<file path="src/verilog/wetting_defines.vh">
// constants for the wetting current configuration register block
//
// Summary of operation
// - sink disable bit has no effect: inputs 12-23 are fixed source type
// - source inputs set to 10 or 15 mA scale to 2 mA once closed in continuous mode, unless disabled or in pulse mode
// - level codes: 0,1,2,5,10 mA, else 15
// - pulse time is (code+1) times 64 us
// - bit 3 sets pulse level, inputs 18-23
// - bit 2 sets pulse level, inputs 12-17
// - bit 1 sets pulse level, inputs 6-11
// - bit 0 sets pulse level, inputs 0-5
// - upper level register resets to zero
// - pulse config register resets to zero
// - direction bit 0 source, 1 sink
// - pulse current only where input enabled
`ifndef WETTING_DEFINES_VH
`define WETTING_DEFINES_VH

// ****************************************************************
// register indices (byte address is four times the index)
// ****************************************************************
`define IDX_DIRECTION 6'h1c
`define IDX_UPPER_LEVEL 6'h1e
`define IDX_PULSE_CONFIG 6'h1f
`define IDX_PULSE_ENABLES 6'h20
`define IDX_CONTROL 6'h30
`define IDX_STATUS 6'h31

// ****************************************************************
// reset values and writable bit masks
// ****************************************************************
`define RST_DIRECTION 24'h000000
`define RST_UPPER_LEVEL 24'h000000
`define RST_PULSE_CONFIG 24'h000000
`define RST_PULSE_ENABLES 24'h000000
`define RST_CONTROL 24'h000000
`define MASK_DIRECTION 24'h0003ff
`define MASK_UPPER_LEVEL 24'h7fffff
`define MASK_PULSE_CONFIG 24'h00007f
`define MASK_PULSE_ENABLES 24'hffffff
`define MASK_CONTROL 24'h000003

// ****************************************************************
// field positions
// ****************************************************************
`define POS_SINK_SCALE_DIS 22
`define POS_SOURCE_SCALE_DIS 21
`define LEVEL_FIELD_WIDTH 3
`define POS_PULSE_DURATION 4
`define POS_PULSE_GROUP0 0
`define CONFIGURABLE_INPUTS 10
`define PULSE_GROUP_SIZE 6
`define POS_CTRL_CONTINUOUS 0
`define POS_CTRL_PULSE_MODE 1
`define POS_CTRL_PULSE_START 2

// ****************************************************************
// currents in mA and timing
// ****************************************************************
`define MA_SCALED 4'h2
`define MA_PULSE_LOW 4'ha
`define MA_PULSE_HIGH 4'hf
`define PULSE_UNIT_US 64
`define CLOCK_MHZ 100

`endif

</file>
<file path="src/verilog/level_decoder.v">
// level code decoder with continuous-mode auto-scaling for one input
`timescale 1ns/1ps
module level_decoder (
  input wire [2:0] level_code, // 3-bit wetting level field
  input wire continuous_mode, // device in continuous mode
  input wire scale_disable, // scaling disable bit for this input's type
  input wire switch_closed, // switch on this input is closed
  output wire [3:0] current_ma // resulting current in mA
);
`include "wetting_defines.vh"

  // ****************************************************************
  // decode
  // ****************************************************************
  function [3:0] decode_ma;
    input [2:0] code;
    begin
      case (code)
        3'h0: decode_ma = 4'h0;
        3'h1: decode_ma = 4'h1;
        3'h2: decode_ma = 4'h2;
        3'h3: decode_ma = 4'h5;
        3'h4: decode_ma = 4'ha;
        default: decode_ma = 4'hf; // codes 5 to 7 share the top level
      endcase
    end
  endfunction

  wire [3:0] nominal_ma;
  wire high_setting;

  // only the 10 and 15 mA settings are lowered, and only once closed
  assign nominal_ma = decode_ma(level_code);
  assign high_setting = (level_code >= 3'h4);
  assign current_ma = (continuous_mode && high_setting && switch_closed && !scale_disable) ?
    `MA_SCALED : nominal_ma;

endmodule // level_decoder

</file>
<file path="src/verilog/pulse_timer.v">
// cleaning-pulse activation timer
`timescale 1ns/1ps
module pulse_timer #(
  parameter UNIT_CYCLES = 6400 // cycles per 64 us step
) (
  input wire clock, // system clock
  input wire srst, // synchronous reset, active high
  input wire start, // one-cycle pulse launching a cleaning pulse
  input wire abort, // level, ends the pulse early
  input wire [2:0] duration, // duration code
  output reg active // high while the pulse runs
);

  reg [15:0] count_reg;
  wire [31:0] total;

  // length is (code + 1) steps; a restart while running reloads
  assign total = ({29'h0, duration} + 32'h1) * UNIT_CYCLES;

  // ****************************************************************
  // count down
  // ****************************************************************
  always @(posedge clock) begin
    if (srst) begin
      active <= 1'b0;
      count_reg <= 16'h0000;
    end else if (abort) begin
      active <= 1'b0;
      count_reg <= 16'h0000;
    end else if (start) begin
      active <= 1'b1;
      count_reg <= total[15:0] - 16'h0001;
    end else if (active) begin
      if (count_reg == 16'h0000) begin
        active <= 1'b0;
      end else begin
        count_reg <= count_reg - 16'h0001;
      end
    end
  end

endmodule // pulse_timer

</file>
<file path="src/verilog/wetting_current_config_regs.v">
// wetting current configuration registers with wishbone slave
//
// Register access over Wishbone was chosen for this implementation.
`timescale 1ns/1ps
`include "wetting_defines.vh"
module wetting_current_config_regs #(
  parameter ADDR_WIDTH = 8, // byte address width
  parameter PULSE_UNIT_CYCLES = `PULSE_UNIT_US * `CLOCK_MHZ // cycles per 64 us
) (
  input wire clock, // system clock, 100 MHz
  input wire srst, // synchronous reset, active high
  input wire wb_cyc_i, // wishbone cycle
  input wire wb_stb_i, // wishbone strobe
  input wire wb_we_i, // wishbone write enable
  input wire [ADDR_WIDTH-1:0] wb_adr_i, // wishbone byte address
  input wire [3:0] wb_sel_i, // wishbone byte selects
  input wire [31:0] wb_dat_i, // wishbone write data
  output reg [31:0] wb_dat_o, // wishbone read data
  output reg wb_ack_o, // wishbone acknowledge
  input wire [23:0] switch_closed, // per-input switch closure
  output reg [47:0] level_current_ma, // inputs 12..23, 4 bits each
  output reg [95:0] pulse_current_ma, // inputs 0..23, 4 bits each
  output reg pulse_active // cleaning pulse running
);

  // ****************************************************************
  // helpers
  // ****************************************************************

  // byte-lane merge restricted to the writable bits of a register
  function [23:0] merge_write;
    input [23:0] old_value;
    input [31:0] wdata;
    input [3:0] sel;
    input [23:0] mask;
    reg [23:0] lanes;
    begin
      lanes = {{8{sel[2]}}, {8{sel[1]}}, {8{sel[0]}}};
      merge_write = ((old_value & ~(lanes & mask)) | (wdata[23:0] & lanes & mask)) & mask;
    end
  endfunction

  // which 3-bit field of the upper level register feeds input n
  function [2:0] level_field_index;
    input integer n;
    begin
      if (n == 23) begin
        level_field_index = 3'd6;
      end else if (n == 22) begin
        level_field_index = 3'd5;
      end else begin
        level_field_index = n[3:1] - 3'd6; // pairs from 12/13 upward
      end
    end
  endfunction

  // ****************************************************************
  // register storage
  // ****************************************************************
  reg [23:0] direction_reg;
  reg [23:0] upper_wetting_level_select_reg;
  reg [23:0] cleaning_pulse_config_reg;
  reg [23:0] cleaning_pulse_input_enables_reg;
  reg [23:0] control_reg;
  reg pulse_start_reg;
  reg [31:0] read_next;
  wire [5:0] word_index;
  wire request;
  wire commit;
  wire timer_active;

  assign word_index = wb_adr_i[7:2];
  // a new request is one not yet acknowledged
  assign request = wb_cyc_i && wb_stb_i && !wb_ack_o;
  // writes land on the edge where the master sees ack
  assign commit = wb_cyc_i && wb_stb_i && wb_ack_o && wb_we_i;

  // ****************************************************************
  // wishbone answer: ack one cycle after the request is seen
  // ****************************************************************
  always @(posedge clock) begin
    if (srst) begin
      wb_ack_o <= 1'b0;
      wb_dat_o <= 32'h00000000;
    end else begin
      wb_ack_o <= request;
      if (request && !wb_we_i) begin
        wb_dat_o <= read_next;
      end else begin
        wb_dat_o <= 32'h00000000;
      end
    end
  end

  // read mux; unmapped words read zero and still get an ack
  always @* begin
    read_next = 32'h00000000;
    if (word_index == `IDX_DIRECTION) begin
      read_next = {8'h00, direction_reg & `MASK_DIRECTION};
    end else if (word_index == `IDX_UPPER_LEVEL) begin
      read_next = {8'h00, upper_wetting_level_select_reg & `MASK_UPPER_LEVEL};
    end else if (word_index == `IDX_PULSE_CONFIG) begin
      read_next = {8'h00, cleaning_pulse_config_reg & `MASK_PULSE_CONFIG};
    end else if (word_index == `IDX_PULSE_ENABLES) begin
      read_next = {8'h00, cleaning_pulse_input_enables_reg};
    end else if (word_index == `IDX_CONTROL) begin
      read_next = {8'h00, control_reg & `MASK_CONTROL};
    end else if (word_index == `IDX_STATUS) begin
      read_next = {31'h00000000, timer_active};
    end
  end

  // ****************************************************************
  // register writes
  // ****************************************************************

  // the upper byte lane and the bits above 23 are never stored
  always @(posedge clock) begin
    if (srst) begin
      direction_reg <= `RST_DIRECTION;
      upper_wetting_level_select_reg <= `RST_UPPER_LEVEL;
      cleaning_pulse_config_reg <= `RST_PULSE_CONFIG;
      cleaning_pulse_input_enables_reg <= `RST_PULSE_ENABLES;
      control_reg <= `RST_CONTROL;
    end else if (commit) begin
      if (word_index == `IDX_DIRECTION) begin
        direction_reg <= merge_write(direction_reg, wb_dat_i, wb_sel_i, `MASK_DIRECTION);
      end else if (word_index == `IDX_UPPER_LEVEL) begin
        upper_wetting_level_select_reg <= merge_write(upper_wetting_level_select_reg,
          wb_dat_i, wb_sel_i, `MASK_UPPER_LEVEL);
      end else if (word_index == `IDX_PULSE_CONFIG) begin
        cleaning_pulse_config_reg <= merge_write(cleaning_pulse_config_reg,
          wb_dat_i, wb_sel_i, `MASK_PULSE_CONFIG);
      end else if (word_index == `IDX_PULSE_ENABLES) begin
        cleaning_pulse_input_enables_reg <= merge_write(cleaning_pulse_input_enables_reg,
          wb_dat_i, wb_sel_i, `MASK_PULSE_ENABLES);
      end else if (word_index == `IDX_CONTROL) begin
        control_reg <= merge_write(control_reg, wb_dat_i, wb_sel_i, `MASK_CONTROL);
      end
    end
  end

  // start is write-only: a one-cycle pulse when bit 2 is written as 1
  always @(posedge clock) begin
    if (srst) begin
      pulse_start_reg <= 1'b0;
    end else begin
      pulse_start_reg <= commit && (word_index == `IDX_CONTROL) && wb_sel_i[0] &&
        wb_dat_i[`POS_CTRL_PULSE_START];
    end
  end

  // ****************************************************************
  // mode decode
  // ****************************************************************
  wire continuous_mode;
  wire cleaning_pulse_mode;
  wire sink_scaling_disable;
  wire source_scaling_disable;
  wire [2:0] cleaning_pulse_duration;
  wire [3:0] pulse_group_level;
  wire [23:0] sink_type_input;

  assign continuous_mode = control_reg[`POS_CTRL_CONTINUOUS];
  // pulse mode has priority: continuous scaling is off while it is set
  assign cleaning_pulse_mode = control_reg[`POS_CTRL_PULSE_MODE];
  assign sink_scaling_disable = upper_wetting_level_select_reg[`POS_SINK_SCALE_DIS];
  assign source_scaling_disable = upper_wetting_level_select_reg[`POS_SOURCE_SCALE_DIS];
  assign cleaning_pulse_duration = cleaning_pulse_config_reg[`POS_PULSE_DURATION+2:
    `POS_PULSE_DURATION];
  assign pulse_group_level = cleaning_pulse_config_reg[`POS_PULSE_GROUP0+3:`POS_PULSE_GROUP0];

  // only the low inputs are selectable; the rest are fixed source type
  assign sink_type_input = {14'h0000, direction_reg[`CONFIGURABLE_INPUTS-1:0]};

  // ****************************************************************
  // cleaning-pulse timer
  // ****************************************************************

  // leaving pulse mode stops a running pulse at once
  pulse_timer #(
    .UNIT_CYCLES(PULSE_UNIT_CYCLES)
  ) u_pulse_timer (
    .clock(clock),
    .srst(srst),
    .start(pulse_start_reg && cleaning_pulse_mode),
    .abort(!cleaning_pulse_mode),
    .duration(cleaning_pulse_duration),
    .active(timer_active)
  );

  // ****************************************************************
  // per-input continuous currents, inputs 12 to 23
  // ****************************************************************
  wire [47:0] level_current_next;
  genvar gi;

  generate
    for (gi = 12; gi < 24; gi = gi + 1) begin : g_level
      wire [2:0] field_sel;
      wire [2:0] code;
      wire scale_dis;

      assign field_sel = level_field_index(gi);
      assign code = upper_wetting_level_select_reg[field_sel*3 +: `LEVEL_FIELD_WIDTH];
      // the disable bit is chosen by this input's current direction
      assign scale_dis = sink_type_input[gi] ? sink_scaling_disable :
        source_scaling_disable;

      level_decoder u_level_decoder (
        .level_code(code),
        .continuous_mode(continuous_mode && !cleaning_pulse_mode),
        .scale_disable(scale_dis),
        .switch_closed(switch_closed[gi]),
        .current_ma(level_current_next[(gi-12)*4 +: 4])
      );
    end
  endgenerate

  // ****************************************************************
  // per-input cleaning-pulse currents, inputs 0 to 23
  // ****************************************************************
  wire [95:0] pulse_current_next;

  generate
    for (gi = 0; gi < 24; gi = gi + 1) begin : g_pulse
      wire group_high;
      wire driven;

      // six inputs per group: bit 0 for 0-5 up to bit 3 for 18-23
      assign group_high = pulse_group_level[gi / `PULSE_GROUP_SIZE];
      assign driven = timer_active && cleaning_pulse_input_enables_reg[gi];
      assign pulse_current_next[gi*4 +: 4] = !driven ? 4'h0 :
        (group_high ? `MA_PULSE_HIGH : `MA_PULSE_LOW);
    end
  endgenerate

  // ****************************************************************
  // registered outputs
  // ****************************************************************

  // one register stage keeps the analog controls glitch free
  always @(posedge clock) begin
    if (srst) begin
      level_current_ma <= 48'h000000000000;
      pulse_current_ma <= 96'h000000000000000000000000;
      pulse_active <= 1'b0;
    end else begin
      level_current_ma <= level_current_next;
      pulse_current_ma <= pulse_current_next;
      pulse_active <= timer_active;
    end
  end

endmodule // wetting_current_config_regs

</file>
<file path="config.mk">
export PLATFORM = sky130hd
export DESIGN_NAME = wetting_current_config_regs
export DESIGN_NICKNAME = d
export VERILOG_FILES = /design/src/verilog/level_decoder.v /design/src/verilog/pulse_timer.v /design/src/verilog/wetting_current_config_regs.v
export VERILOG_INCLUDE_DIRS = /design/src /design/src/verilog
export SDC_FILE = /design/constraint.sdc
export NUM_CORES = 1
export LEC_CHECK = 0
export CAP_MARGIN = 20
export CORE_ASPECT_RATIO = 1.75
export CORE_UTILIZATION = 60
export CTS_CLUSTER_SIZE = 25
export DETAILED_ROUTE_END_ITERATION = 6
export DONT_BUFFER_PORTS = 1
export PLACE_DENSITY = 0.83
export RECOVER_POWER = 100
export SKIP_LAST_GASP = 1
export SYNTH_ARGS = -nofsm -noshare
export SYNTH_HDL_FRONTEND = slang
export SYNTH_SLANG_ARGS = --single-unit
</file>
<file path="constraint.sdc">
create_clock -name clock -period 3.89 [get_ports clock]
set_clock_uncertainty 0.15 [all_clocks]
set_input_delay 0.778 -clock clock [delete_from_list [all_inputs] [get_ports clock]]
set_output_delay 0.778 -clock clock [all_outputs]
set_load 0.01 [all_outputs]
</file>
Yosys cells after proc, flatten, opt, wreduce, memory -nomap -nowiden --
Index checks and enable logic that the tools add are counted.
Word-level totals: register bits after elaboration 262, bits of input ports 73, output and inout bits 178, word-level logic and storage cells 303
Cells by class: add/sub/neg operators 3, $mul 1, magnitude comparators 7, eq/ne operators 35, multiplexer cells 35, bitwise logic cells 46, reduce and logical (&&, ||, !) cells 125
Operators by type and width (count):
- 4-bit case mux with 5 select lines | 7
- 2-bit OR reduction | 38
- 1-bit logical AND | 65
- 24-bit bitwise AND | 2
- 16-bit 2-to-1 mux | 3
- 24-bit 2-to-1 mux | 2
- 23-bit 2-to-1 mux | 2
- 3-bit by 2-bit equality test with 1-bit output, second input constant | 14
- 32-bit by 5-bit multiplier with 8-bit output, second input constant | 1
- 16-bit by 1-bit subtractor with 16-bit output, second input constant | 2
- 1-bit inverter | 30
- 2-bit 2-to-1 mux | 12
- 24-bit inverter | 1
- 24-bit bitwise OR | 1
- 23-bit bitwise AND | 1
- 23-bit inverter | 1
- 23-bit bitwise OR | 1
- 3-bit by 1-bit equality test with 1-bit output, second input constant | 7
- 3-bit equality test, second input constant | 7
- 3-bit >= comparator, second input constant | 7
- 3-bit logical NOT | 7
- 6-bit by 5-bit equality test with 1-bit output, second input constant | 3
- 6-bit equality test, second input constant | 3
- 16-bit logical NOT | 1
- other kinds (24) | 34

Depth between registers and ports, before layout --
word-level depth 7, gate-level depth with buffers 11, gate-level depth less buffers 10

Modules after synthesis --
A second synthesis with hierarchy kept.
Second synthesis, totals: cells, all modules 902, area, all modules 8494.4 um2
By module, submodules not included:
- wetting_current_config_regs | instances 1, cells each 656, area each 6691.4 um2, sequential area each 3783.6 um2
- pulse_timer | instances 1, cells each 138, area each 1187.4 um2, sequential area each 340.3 um2
- level_decoder | instances 12, cells each 9, area each 51.3 um2, sequential area each 0.0 um2

Worst setup path after synthesis --
OpenSTA, ideal clock, no wires.
path type register to register, from register (tool-made name), to register u_pulse_timer.count_reg[14], library setup time 0.129 ns, arrival 2.386 ns, required time 3.611 ns, slack 1.225 ns, cell stages (with the launch flop) 11, path buffers 1, period minus slack after synthesis 2.665 ns, cells stage by stage dfxtp_1 -> clkbuf_1 -> inv_1 -> ha_1 -> inv_1 -> ha_1 -> fa_1 -> nor3_1 -> xnor2_1 -> o21ai_0 -> o32ai_1
RTL lines:
- end signal, assigned | line pulse_timer.v:32 | count_reg <= total[15:0] - 16'h0001;
- end signal, assigned | line pulse_timer.v:37 | count_reg <= count_reg - 16'h0001;
- end, declared | line pulse_timer.v:14 | reg [15:0] count_reg;

==> impl_metrics.toml <==
[sta]
setup_viol = 0
rsz0062_at_grt = "no"
hold_ws_ns = 0.221
slew_headroom_pct = 12.3
hold_viol = 0
slew_viol_final = 0
period_share_pct = 86.8
min_period_ns = 3.38
fin_setup_tns_ns = 0
max_freq_mhz = 296
tightestPinTransition_ns = 1.31

[layout]
areaGrowthSynthToFinish_pct = 2.38
final_util_pct = 62.7
drive_above_1_share_pct = 6.49
fin_cells = 960
final_nets = 858
nFillCells = 1081
final_area_um2 = 8390
n_antenna_cell = 0

[clocking]
htreeDepth = 1
clkTransAtPathRegs_ns = 0.07
cts_setup_buffers = 0
cts-root-buf = "clkbuf_16"
cts_inserted_buffers = 18
cts_buffer_depth = 3
clkLatencyLatePin_ns = 0.48
ctsHoldBuffers = 0
clock_sinks = 206
cts_resized = 0
cts_tree = "done"

[global_route]
grt_pass1_wl_um = 28100
globalRouteMet1Util_pct = 26.3
grt_pass1_vias = 5781
grt_start_max_net_pins = 114
use_met2_pct = 43.7
grt.overflow.total = 0
gr-usage-all-layers_pct = 24.7
antenna_found_initial = 0
use_met3_pct = 6.32
busiest_layer = "met2"

[pwr]
p_switching_uw = 783
switching_share_pct = 19.5
power_density_nw_per_um2 = 478
power.leakage_uw = 0.00302
p_int_uw = 3220
seq_power_share_pct = 52.6
power_frac_comb_pct = 0.5
clock_power_share_pct = 46.8
ir_drop_mv = 0.452

[synthesis]
yosysWarnings = 0
syn_area_um2 = 8190
yosysSeqAreaShare_pct = 50.3
synthFlopType = "dfxtp_1"
async_reset_ff_share_pct = 0
synth_cells = 846
ys_types = 57
avgSynthCellArea_um2 = 9.69
synth_edf_count = 0
synth-seq-cells = 206

[setup_path]
rrSetupSlack_ns = 0.98
cp_max_fo = 8
cpPeakStageDelay_ns = 0.93
arrival_ns = 3.60
worstPathCellList = "or3b_1 -> nor4_1 -> clkbuf_1 -> and2_0 -> mux2i_1 -> nor2_1"
crit_path_start_kind = "primary input"
cpMaxStageDelayCell = "nor4_1"
end_kind = "flop"
crit_type = "primary input to flop"
required_ns = 4.11

[floorplanning]
fp.dieW_um = 90.3
num_rows = 56
die-area_um2 = 14100
initial_core_util_pct = 61.2
core_area_um2 = 13400
die_y_um = 157
io_pins = 251

[placement]
dpl_cell_area_um2 = 7840
dp_cells = 927
dp_hpwl_um = 12700
place_congestion = 0.931
portBuffers = 0

[routing]
drc = 0
drt_iter0_drc = 403
postRouteAntennaNets = 0
vias = 5761
vias_per_cell = 6.00
dr.pass1.iters = 5
routed_wl_um = 18100
wl_per_cell_um = 18.8

[flow_run]
maxCapViolations = 0

[min_path]
hp-class = "primary input to flop"

[outcome]
outcome = "finished, final reports clean"
## synthesized netlist by cell type, types with 3 or more instances
cell	number	area share, %
a21oi_1	69	4.2
a222oi_1	8	0.98
a22oi_1	14	1.3
a311oi_1	13	1.4
and2_1	29	2.2
and3_1	30	2.3
buf_1	3	0.14
buf_2	16	0.98
buf_4	60	5.5
clkbuf_1	28	1.3
dfxtp_1	206	50
ha_1	10	1.5
inv_1	14	0.64
mux2_2	16	2.2
mux2i_1	53	6.5
nand2_1	57	2.6
nand2b_1	10	0.76
nand3_1	27	1.6
nor2_1	92	4.2
nor2b_1	6	0.46
nor3_1	7	0.43
nor4_1	3	0.23
nor4b_1	3	0.32
o21ai_0	9	0.55
xnor2_1	11	1.2
xor2_1	10	1.1
## layer usage
metal  vias to the layer above  wire (um)
li1                       2698          -
met1                      2677       6570
met2                       314       8980
met3                        72       1530
met4                         0        995
met5                         -          0
## layout by cell type, fill, tap and decap left out, drive strengths merged, types with 3 or more instances in the layout
cell / netlist / layout
mux2: 16 / 16
nor2: 92 / 92
xor2: 10 / 10
nand3: 27 / 27
nand2b: 10 / 10
a311oi: 13 / 13
a21oi: 69 / 69
xnor2: 11 / 11
nor4: 7 / 7
and3: 31 / 31
nor3b: 4 / 4
a222oi: 8 / 8
conb: 1 / 9
nor4b: 4 / 4
clkinvlp: 0 / 3
and2: 30 / 30
a22oi: 14 / 14
nor3: 7 / 7
mux2i: 53 / 53
inv: 14 / 14
o21ai: 9 / 9
nor2b: 6 / 6
dfxtp: 206 / 206
nand2: 57 / 57
ha: 10 / 10
clkbuf: 28 / 34
## worst max-delay path, delay by kind of cell
family	cells	cell delay, ns
buf+inv	1	0.40
simple gates	4	2.14
mux	1	0.28
## stage by stage
stage                     setup WS (ns)  total power, uW
after floorplan                    1.23             2200
after CTS                         0.998             4030
after global placement            0.962             2180
after global routing              0.424             4110
final                             0.513             4010
after detailed placement          0.964             2180
## final timing paths
path,end,depth (start not counted),startpoint
worst min-delay path,wb_dat_o[23]$_SDFF_PP0_,1,wb_adr_i[6]
worst max-delay path,flop,6,wb_adr_i[5]
worst max register to register,u_pulse_timer.count_reg[14]$_SDFFE_PP0P_,9,flop
worst min register to register,flop,2,flop
## cell type report
type | instances | area, um2 | share of cell area, %
Clock inverter | 7 | 96.3 | 1.15
Sequential cell | 206 | 4120 | 49.2
Timing Repair Buffer | 9 | 33.8 | 0.403
Tap cell | 174 | 218 | 2.60
Inverter | 14 | 52.6 | 0.626
Clock buffer | 25 | 538 | 6.41
Multi-Input combinational cell | 525 | 3330 | 39.7
## logic make-up after synthesis
logic type | share of synthesized area (%)
XOR/XNOR | 2.24
other | 0.0458
AO/OA/AOI/OAI | 9.57
multiplexers | 8.67
buffers and inverters | 8.86
AND/OR/NAND/NOR | 18.5
flip-flops | 50.3
adder cells (fa/ha/maj) | 1.77
## power groups by stage
stage	combinational, uW	clock [uW]	sequential [uW]
5_1_grt	23.3	1980	2110
2_1_floorplan	42.2	0	2160
4_1_cts	22.7	1900	2110
3_5_place_dp	22.6	0	2160
6_report	21.7	1880	2110
3_3_place_gp	22.1	0	2160
No activity file was read; power rests on OpenSTA's default activity.
